===== src/gas_pkg.sv =====
// Constants shared by the address and status register bank
package gas_pkg;
	// Host register offsets
	localparam logic [1:0] OFS_ACCESSORY = 2'h0;
	localparam logic [1:0] OFS_ADDRESS = 2'h1;
	localparam logic [1:0] OFS_DATA = 2'h2;
	// Accessory selector in write bits 7..4
	localparam logic [3:0] ACC_SEL_POLL_DMA = 4'he;
	localparam int ACC_SEL_MSB = 7;
	localparam int ACC_SEL_LSB = 4;
	localparam int ACC_SHORT_DELAY_BIT = 3;
	localparam int ACC_POLL_CFG_BIT = 2;
	localparam int ACC_DMA_EN_BIT = 0;
	// Primary address register fields
	localparam int PRIM_DUAL_BIT = 7;
	localparam int PRIM_NO_LISTEN_BIT = 6;
	localparam int PRIM_NO_TALK_BIT = 5;
	localparam int PRIM_FIELD_MSB = 4;
	// Status register fields
	localparam int ST_REMOTE_BIT = 7;
	localparam int ST_LOCKOUT_BIT = 6;
	localparam int ST_ATN_BIT = 5;
	localparam int ST_LISTEN_SEEN_BIT = 4;
	localparam int ST_TPAS_BIT = 3;
	localparam int ST_LA_BIT = 2;
	localparam int ST_TA_BIT = 1;
	localparam int ST_ULPA_BIT = 0;
	// Bus command codes
	localparam logic [6:0] TALK_BASE = 7'h40;
	localparam logic [6:0] LISTEN_BASE = 7'h20;
	localparam logic [6:0] CMD_UNLISTEN = 7'h3f;
	localparam logic [1:0] GROUP_TALK = 2'h2;
	localparam logic [1:0] GROUP_SECONDARY = 2'h3;
	// Reset values
	localparam logic [7:0] RESET_BYTE = 8'h00;
	// Settling delay
	localparam int CLK_PERIOD_NS = 40;
	localparam int SHORT_SETTLE_NS = 350;
	localparam int NORMAL_SETTLE_NS = 2000;
	localparam int SHORT_SETTLE_CYC = (SHORT_SETTLE_NS + CLK_PERIOD_NS - 1) / CLK_PERIOD_NS;
	localparam int NORMAL_SETTLE_CYC = (NORMAL_SETTLE_NS + CLK_PERIOD_NS - 1) / CLK_PERIOD_NS;
	localparam int SETTLE_W = 6;
	typedef enum logic [1:0] {
		GAS_SETTLE_IDLE = 2'b01,
		GAS_SETTLE_RUN = 2'b10
	} gas_settle_t;
endpackage


===== src/gas_regs.sv =====
// Address and status register bank of the bus talker/listener interface
// Summary of operation
// - The poll/DMA accessory register is written at the shared accessory offset with bits 7..4 equal to 1110, bit 1 ignored.
// - With dual addressing enabled the device answers to two consecutive primary addresses.
// - While listener disable is set the listener stays idle despite its listen address or listen-only.
// - While talker disable is set the talker stays idle despite its talk address or talk-only.
// - The five-bit address plus 40 hex is the talk address and plus 20 hex the listen address.
// - Status bits 7 and 6 show remote and lockout of the remote/local function.
// - Status bit 5 reads 1 while the active-low attention line is asserted.
// - Status bit 4 sets on the own listen address and clears on reset or another accepted primary command.
// - Status bit 0 holds the low bit of the last received own talk or listen address and channel reset clears it.
`timescale 1ns/10ps
module gas_regs (
	// Clock, reset, enable
	input wire logic clk_in,
	input wire logic sys_rst_in,
	input wire logic ce_in,
	// Host register port
	input wire logic [1:0] reg_addr_in,
	input wire logic [7:0] reg_wdata_in,
	input wire logic reg_wr_in,
	input wire logic reg_rd_in,
	output logic [7:0] reg_rdata_out,
	// Bus pins
	input wire logic atn_n_in,
	input wire logic ifc_n_in,
	// Command acceptance from the handshake logic
	input wire logic cmd_accept_in,
	input wire logic [7:0] cmd_byte_in,
	input wire logic listen_only_in,
	input wire logic talk_only_in,
	input wire logic chan_reset_in,
	input wire logic rl_remote_in,
	input wire logic rl_lockout_in,
	// Data path
	input wire logic [7:0] data_in_byte_in,
	input wire logic byte_received_in,
	input wire logic talker_ready_in,
	output logic [7:0] data_out_byte_out,
	output logic data_out_write_out,
	// Source settling delay
	input wire logic settle_start_in,
	output logic settle_done_out,
	// Function outputs
	output logic listener_active_out,
	output logic talker_active_out,
	output logic remote_poll_config_out,
	output logic dma_request_pin_n_out
);
	////////////////////////////////////////////////////////////////////////////////
	typedef struct packed {
		logic short_settle_delay;
		logic remote_poll_config;
		logic dma_request_enable;
		logic dual_address;
		logic listen_disable;
		logic talk_disable;
		logic [4:0] primary_address;
		logic listen_primary_seen;
		logic talk_primary_seen;
		logic listener;
		logic talker;
		logic ulpa;
		logic dma_request;
		logic [7:0] rdata;
		logic [7:0] data_out;
		logic data_out_wr;
		gas_pkg::gas_settle_t settle_state;
		logic [gas_pkg::SETTLE_W-1:0] settle_cnt;
		logic settle_done;
	} gas_state_t;

	gas_state_t state_reg;
	gas_state_t state_next;
	logic [1:0] pins_sync;
	logic atn_asserted;
	logic ifc_asserted;
	logic pcg;
	logic mla;
	logic mta;
	logic ota;
	logic unl;
	logic [7:0] status;

	////////////////////////////////////////////////////////////////////////////////
	// Pin synchronisers
	gas_sync #(.W(2), .INIT(2'h3)) u_pin_sync (
		.clk_in(clk_in),
		.sys_rst_in(sys_rst_in),
		.ce_in(ce_in),
		.d_in({atn_n_in, ifc_n_in}),
		.q_out(pins_sync)
	);

	assign atn_asserted = ~pins_sync[1];
	assign ifc_asserted = ~pins_sync[0];

	////////////////////////////////////////////////////////////////////////////////
	// Command decode; dual mode ignores the address low bit
	function automatic logic addr_match(input logic [6:0] code, input logic [6:0] base,
		input logic [4:0] prim, input logic dual);
		logic [6:0] own;
		own = base + {2'h0, prim};
		addr_match = dual ? (code[6:1] == own[6:1]) : (code == own);
	endfunction

	assign pcg = cmd_byte_in[6:5] != gas_pkg::GROUP_SECONDARY;
	assign mla = addr_match(cmd_byte_in[6:0], gas_pkg::LISTEN_BASE, state_reg.primary_address,
		state_reg.dual_address);
	assign mta = addr_match(cmd_byte_in[6:0], gas_pkg::TALK_BASE, state_reg.primary_address,
		state_reg.dual_address);
	assign ota = (cmd_byte_in[6:5] == gas_pkg::GROUP_TALK) && !mta;
	assign unl = cmd_byte_in[6:0] == gas_pkg::CMD_UNLISTEN;

	always_comb begin
		status = gas_pkg::RESET_BYTE;
		status[gas_pkg::ST_LOCKOUT_BIT] = rl_lockout_in;
		status[gas_pkg::ST_REMOTE_BIT] = rl_remote_in;
		status[gas_pkg::ST_ATN_BIT] = atn_asserted;
		status[gas_pkg::ST_LISTEN_SEEN_BIT] = state_reg.listen_primary_seen;
		status[gas_pkg::ST_TPAS_BIT] = state_reg.talk_primary_seen;
		status[gas_pkg::ST_LA_BIT] = state_reg.listener;
		status[gas_pkg::ST_TA_BIT] = state_reg.talker;
		status[gas_pkg::ST_ULPA_BIT] = state_reg.ulpa;
	end

	////////////////////////////////////////////////////////////////////////////////
	always_comb begin
		state_next = state_reg;
		state_next.data_out_wr = 1'b0;
		state_next.settle_done = 1'b0;
		state_next.rdata = gas_pkg::RESET_BYTE;
		// Host writes
		if (reg_wr_in) begin
			case (reg_addr_in)
				gas_pkg::OFS_ACCESSORY: begin
					// Other selector codes belong to sibling accessory registers; bit 1 is ignored
					if (reg_wdata_in[gas_pkg::ACC_SEL_MSB:gas_pkg::ACC_SEL_LSB] == gas_pkg::ACC_SEL_POLL_DMA) begin
						state_next.short_settle_delay = reg_wdata_in[gas_pkg::ACC_SHORT_DELAY_BIT];
						state_next.remote_poll_config = reg_wdata_in[gas_pkg::ACC_POLL_CFG_BIT];
						state_next.dma_request_enable = reg_wdata_in[gas_pkg::ACC_DMA_EN_BIT];
					end
				end
				gas_pkg::OFS_ADDRESS: begin
					// All-ones address is accepted as written; software must avoid it
					state_next.dual_address = reg_wdata_in[gas_pkg::PRIM_DUAL_BIT];
					state_next.listen_disable = reg_wdata_in[gas_pkg::PRIM_NO_LISTEN_BIT];
					state_next.talk_disable = reg_wdata_in[gas_pkg::PRIM_NO_TALK_BIT];
					state_next.primary_address = reg_wdata_in[gas_pkg::PRIM_FIELD_MSB:0];
				end
				gas_pkg::OFS_DATA: begin
					state_next.data_out = reg_wdata_in;
					state_next.data_out_wr = 1'b1;
				end
				default: begin
				end
			endcase
		end
		// Host reads, answered in the next cycle
		if (reg_rd_in) begin
			case (reg_addr_in)
				gas_pkg::OFS_ADDRESS: state_next.rdata = status;
				gas_pkg::OFS_DATA: state_next.rdata = data_in_byte_in;
				default: state_next.rdata = gas_pkg::RESET_BYTE;
			endcase
		end
		// Channel reset first, so an address received in the same cycle wins
		if (chan_reset_in) begin
			state_next.ulpa = 1'b0;
		end
		// Addressing
		if (cmd_accept_in && pcg) begin
			state_next.listen_primary_seen = mla;
			state_next.talk_primary_seen = mta;
			if (mla || mta) begin
				state_next.ulpa = cmd_byte_in[0];
			end
			if (mla) begin
				state_next.listener = 1'b1;
				state_next.talker = 1'b0;
			end else if (mta) begin
				state_next.talker = 1'b1;
				state_next.listener = 1'b0;
			end else begin
				if (unl) begin
					state_next.listener = 1'b0;
				end
				if (ota) begin
					state_next.talker = 1'b0;
				end
			end
		end
		if (listen_only_in) begin
			state_next.listener = 1'b1;
			state_next.talker = 1'b0;
		end
		if (talk_only_in) begin
			state_next.talker = 1'b1;
			state_next.listener = 1'b0;
		end
		if (ifc_asserted) begin
			state_next.listener = 1'b0;
			state_next.talker = 1'b0;
		end
		// Disables override any addressing seen in the same cycle
		if (state_next.listen_disable) begin
			state_next.listener = 1'b0;
		end
		if (state_next.talk_disable) begin
			state_next.talker = 1'b0;
		end
		// DMA request: a new event wins over a clearing data access
		if (reg_wr_in && reg_addr_in == gas_pkg::OFS_DATA) begin
			state_next.dma_request = 1'b0;
		end
		if (reg_rd_in && reg_addr_in == gas_pkg::OFS_DATA) begin
			state_next.dma_request = 1'b0;
		end
		if (state_reg.dma_request_enable && (byte_received_in || talker_ready_in)) begin
			state_next.dma_request = 1'b1;
		end
		// Settling delay; the length is chosen at start so a mid-run change does not cut it
		case (state_reg.settle_state)
			gas_pkg::GAS_SETTLE_IDLE: begin
				if (settle_start_in) begin
					state_next.settle_state = gas_pkg::GAS_SETTLE_RUN;
					state_next.settle_cnt = state_reg.short_settle_delay ?
						gas_pkg::SETTLE_W'(gas_pkg::SHORT_SETTLE_CYC - 1) :
						gas_pkg::SETTLE_W'(gas_pkg::NORMAL_SETTLE_CYC - 1);
				end
			end
			gas_pkg::GAS_SETTLE_RUN: begin
				if (state_reg.settle_cnt == '0) begin
					state_next.settle_state = gas_pkg::GAS_SETTLE_IDLE;
					state_next.settle_done = 1'b1;
				end else begin
					state_next.settle_cnt = state_reg.settle_cnt - 1'b1;
				end
			end
			default: state_next.settle_state = gas_pkg::GAS_SETTLE_IDLE;
		endcase
	end

	always_ff @(posedge clk_in or posedge sys_rst_in) begin
		if (sys_rst_in) begin
			state_reg <= '0;
			state_reg.settle_state <= gas_pkg::GAS_SETTLE_IDLE;
		end else if (ce_in) begin
			state_reg <= state_next;
		end
	end

	////////////////////////////////////////////////////////////////////////////////
	assign reg_rdata_out = state_reg.rdata;
	assign data_out_byte_out = state_reg.data_out;
	assign data_out_write_out = state_reg.data_out_wr;
	assign settle_done_out = state_reg.settle_done;
	assign listener_active_out = state_reg.listener;
	assign talker_active_out = state_reg.talker;
	assign remote_poll_config_out = state_reg.remote_poll_config;
	assign dma_request_pin_n_out = ~state_reg.dma_request;
endmodule


===== src/gas_sync.sv =====
// Two-flop synchroniser for asynchronous pin inputs
`timescale 1ns/10ps
module gas_sync #(
	parameter int W = 1,
	parameter logic [W-1:0] INIT = '0
) (
	// Clock and reset
	input wire logic clk_in,
	input wire logic sys_rst_in,
	input wire logic ce_in,
	// Data
	input wire logic [W-1:0] d_in,
	output logic [W-1:0] q_out
);
	logic [W-1:0] meta_reg;
	logic [W-1:0] sync_reg;

	always_ff @(posedge clk_in or posedge sys_rst_in) begin
		if (sys_rst_in) begin
			meta_reg <= INIT;
			sync_reg <= INIT;
		end else if (ce_in) begin
			meta_reg <= d_in;
			sync_reg <= meta_reg;
		end
	end

	assign q_out = sync_reg;
endmodule


===== config.mk =====
export PLATFORM = sky130hd
export DESIGN_NAME = gas_regs
export DESIGN_NICKNAME = d
export VERILOG_FILES = /design/src/gas_pkg.sv /design/src/gas_regs.sv /design/src/gas_sync.sv
export SDC_FILE = /design/constraint.sdc
export NUM_CORES = 1
export LEC_CHECK = 0
export ABC_CLOCK_PERIOD_IN_PS = 1800
export BUFFER_PORTS_ARGS = -buffer_cell sky130_fd_sc_hd__buf_2
export CAP_MARGIN = 10
export CORE_MARGIN = 3
export CORE_UTILIZATION = 40
export DETAILED_ROUTE_END_ITERATION = 16
export GPL_ROUTABILITY_DRIVEN = 0
export GPL_TIMING_DRIVEN = 0
export PLACE_DENSITY_LB_ADDON = 0.2
export SLEW_MARGIN = 0
export SYNTH_ARGS = -nofsm -noshare
export SYNTH_HDL_FRONTEND = slang
export SYNTH_HIERARCHICAL = 1
export SYNTH_SLANG_ARGS = --single-unit

===== constraint.sdc =====
create_clock -name clk_in -period 1.8 [get_ports clk_in]
set_input_delay 0.36 -clock clk_in [delete_from_list [all_inputs] [get_ports clk_in]]
set_output_delay 0.36 -clock clk_in [all_outputs]
set_load 0.05 [all_outputs]

* Word level (Yosys, flattened, before mapping)
Index checks and enable logic that the tools add are counted. Widths: inputs -> output; s select.
Operators by class: add/sub/neg operators 3, equality and inequality tests 19, reductions and logical operators 21, bitwise operators 2, muxes and demuxes 31
Operators by type and width (count):
- $mux 8 | 2
- $pmux 8 s2 | 1
- $mux 1 | 15
- $reduce_and 3->1 | 5
- $eq 7x7->1 | 2
- $mux 7 | 2
- $ne 7x7->1 const B | 2
- $eq 6x6->1 | 2
- $mux 2 | 6
- $mux 6 | 2
- $pmux 6 s2 | 1
- $ne 5x5->1 const B | 2
- $ne 2x2->1 const B | 4
- $reduce_and 4->1 | 2
- $add 6x5->7 const A | 1
- $add 7x5->7 const A | 1
- $eq 7x6->1 const B | 1
- $eq 2x2->1 const B | 3
- $logic_not 6->1 | 1
- $sub 6x1->6 const B | 1
- $logic_and 1x1->1 | 5
- $eq 2x1->1 const B | 2
- $eq 4x4->1 const B | 1
- $pmux 2 s2 | 1
- 8 further kinds | 11
Storage, ports and cells: register bits after elaboration 47, output and inout port bits 22, logic and storage cells 97, input port bits 42

* Longest topological paths before layout
depth in word-level cells 13, gate-level depth with buffers 7, gate-level depth less buffers 7

* Modules after synthesis
The synthesis kept the hierarchy.
Modules (own cells, without submodules):
- gas_regs | times used 1, seq. area each 1077.3 sq um, cells each 208, area each 2284.7 sq um
- gas_sync | times used 1, seq. area each 105.1 sq um, cells each 9, area each 153.9 sq um

* Least setup slack after synthesis
OpenSTA, ideal clock, no wires.
path kind input-to-reg, start in reg_addr_in[0], end reg state_reg (netlist bit data_out_byte_out[1]), data required time 1.675 ns, library setup time 0.125 ns, cell stages on the path 5, path slack 0.314 ns, arrival time 1.361 ns, path buffers 1, cells stage by stage inv_1 -> ha_1 -> buf_2 -> nand3_1 -> mux2_2
On the way: longest elaborated chain between the ends 2
RTL lines:
- start, declared | line gas_regs.sv:19 | input wire logic [1:0] reg_addr_in,
- $eq 2x2->1 | line gas_regs.sv:135 | case (reg_addr_in)
- $reduce_and 3->1 (no source line)
- end signal, assigned | line gas_regs.sv:249 | state_reg <= state_next;
- end, declared | line gas_regs.sv:73 | gas_state_t state_reg;
No other way between the ends. A chain may end at the register's enable or synchronous reset.

* Final worst setup path
start reg state_reg[1] (netlist name), end reg state_reg[4] (netlist name)
On the way: longest elaborated chain between the ends 3, elaborated cells between the ends (all ways) 6, classes of those cells add/sub (1); eq/ne (1); mux (2); reduce/logical (2)
RTL lines (line):
- $sub 6x1->6 or $logic_not 6->1 (tied branches) | gas_regs.sv:237, gas_regs.sv:233
- $mux 6 or $ne 2x2->1 (tied branches)
- $pmux 6 s2 or $reduce_and 4->1 (tied branches)
Several ways; a longest one is shown, not always the timed one. The select of a mux whose other input is x is not followed.

==> impl_results.md <==
* DP Wirelength at 3.99 mm
* Post-CTS setup repair buffer count at 0
* Share of layout cells above drive strength 1 at 41.1%
* Post-Syn Area at 2440 µm²
* Core Region at 5710 µm²
* Row count at 27
* Fin util at 51.6%
* Die W at 84.1 µm
* Worst EP required at 2.00 ns
* Max FFs per register at 22
* Synth area leaders: dfrtp_1 (43%), mux2_1 (5.5%), dfstp_2 (5.4%), mux2_2 (5.1%), buf_4 (4.9%)
* Final Critical Period at 1.63 ns
* Clock root cell: clkbuf_8
* Layer with the highest usage: met2
* Die span in y at 84.1 µm
* Vias in the first global route at 1841
* Total detailed-routing wirelength at 5.20 mm
* Initial Util at 42.7%
* Layout area overhead at 20.8%
* GRT Total Usage at 15.6%
* Clock sink total at 47
* Post-CTS Hold Buffers at 0
* Critical path data arrival time at 1.83 ns
* Peak VDD IR at 0.491 mV
* Clk_skew at 0.00316 ns
* Top-area cell type share of the netlist area at 43.1%
* Seq/Total Area, Yosys at 48.5%
* Vias at 1864
* Final period util at 90.7%
* N_diodes at 0
* Synth async-reset ratio at 100%
* Pre-CTS WS at -0.193 ns
* Global-route wire length before repair at 8.89 mm
* Commonest non-fill, non-tap cell in the layout: buf_2
* Hold Crit Class: input port to asynchronous set/reset pin
* Synth warn at 6
* Measured slew at the worst slew-check pin at 0.492 ns
* IO buf count at 61
* Avg Cell Area, Syn at 11.2 µm²
* Top FF cell, synth: dfrtp_1
* Num ports at 64
* CTS tree: done
* Placed Area at 2850 µm²
* Count of different cell masters after synthesis at 51
* Critical path capture point type: register
* Met2 Track Usage GR at 24.5%
* PostCTS Resize Cnt at 0
* Fin area at 2950 µm²
* Fin Setup TNS at 0 ns
* GR Util met3 at 3.65%
* Run status: finished clean
* # setup viols final at 0
* Worst Setup Start Kind: register
* Worst Path Max Fanout at 9
* Pins Over Slew Limit at 0
* Max Root-Sink Buffers at 2
* H-tree Lvls at 2
* Die footprint at 7070 µm²
* Detail Route Antenna Nets at 0
* Initial antenna violation count at 0
* Flops & latches, synth at 47
* Clock latency on the worst-skew pair at 0.30 ns
* Max Cap Violations at 0
* Final nets at 332
* Leakage at 0.00140 µW
* Number of DRC markers in iteration 0 at 63
* Power per standard cell area at 1050 nW/µm²
* Syn Inst Count at 217
* CTS clk-pin slew, worst paths at 0.09 ns
* Pin count of the biggest net entering global routing at 28
* RSZ-0062 raised after global routing: no
* Most frequent cells in the layout: buf_2 (66), dfrtp_1 (42), buf_4 (16), mux2_1 (12), inv_1 (12)
* Syn_nets at 263
* CTS buffer count at 5
* Drt drc at 0
* Worst setup margin at 0.167 ns
* EDFF count, synth at 0
* Worst setup path class: register to register
* Via density at 5.19
* WL per Instance at 14.5 µm
* Drt first pass iters at 4
* Total power draw at 3100 µW
* Fmax at 0.612 GHz
* GRT met1 Usage at 21.4%
* Synth area leader: dfrtp_1
* Total grt overflow at 0
* Slew headroom at 67.1%
* Final Hold Fails at 0
## stage by stage
stage | hold slack [ns] | instances
global placement | 0.457 | 350
CTS | 0.0468 | 359
finish | 0.0399 | 359
global route | 0.0523 | 359
detailed placement | 0.380 | 351
floorplan | 0.315 | 217
## synthesized netlist by cell type, types with 5 or more instances
library cell,number
mux2_1,12
nor2_1,5
a21oi_1,6
dfrtp_1,42
inv_1,13
o21ai_1,8
nand2_1,11
dfstp_2,5
nand3_1,10
a22oi_1,8
buf_4,16
o2bb2ai_1,9
buf_2,5
mux2_2,11
## cell families (layout without fill, tap and decap cells)
logic type	count (synthesis)	in the layout	share of synthesized area, %
multiplexers	23	23	10.6
flip-flops	47	47	48.5
adder cells (fa/ha/maj)	4	4	2.05
AND/OR/NAND/NOR	43	43	10.1
XOR/XNOR	6	6	2.46
AO/OA/AOI/OAI	56	56	17.8
buffers and inverters	38	108	8.57
## power breakdown
part	internal (µW)	total, µW	leakage [µW]	switching, µW
clock network	278	657	0.0000408	378
registers	1280	1440	0.000590	161
logic	410	1010	0.000766	599
total	1960	3100	0.00140	1140
## critical path, cell delays in order, from the launching register on
cell	delay, ns
dfrtp_1	0.39
inv_1	0.14
ha_1	0.31
a31oi_2	0.17
o21ai_4	0.27
a21oi_1	0.08
o22a_1	0.18
## per-layer routing
| metal | up-vias | wire, µm |
|---|---|---|
| met5 | - | 0 |
| met4 | 0 | 68 |
| met3 | 7 | 236 |
| met2 | 43 | 2470 |
| met1 | 898 | 2420 |
| li1 | 916 | - |
## final timing paths
kind | startpoint | to | slack (ns) | depth (start not counted)
setup / recovery | state_reg[1]$_DFFE_PP0P_ | state_reg[4]$_DFFE_PP0P_ | 0.17 | 6
hold / removal | sys_rst_in | reg_rdata_out[2]$_DFFE_PP0P_ | 0.04 | 2
setup reg to reg | state_reg[1]$_DFFE_PP0P_ | state_reg[4]$_DFFE_PP0P_ | 0.17 | 6
hold reg to reg | reg_rdata_out[3]$_DFFE_PP0P_ | reg_rdata_out[3]$_DFFE_PP0P_ | 0.50 | 1
max in group asynchronous | sys_rst_in | state_reg[7]$_DFFE_PP1P_ | 1.22 | 3
min in group clk_in | ifc_n_in | u_pin_sync/meta_reg[0]$_DFFE_PP1P_ | 0.29 | 2
## layout make-up
type | instances | area [µm²]
flip-flops and latches | 47 | 1180
repair buffers | 62 | 325
well taps | 72 | 90.1
multi-input cells | 132 | 1050
plain buffers | 24 | 156
clock buffers | 5 | 68.8
inverters | 14 | 52.6
clock inverters | 3 | 23.8
fillers | 527 | 2760
No activity file was read; power rests on OpenSTA's default activity.
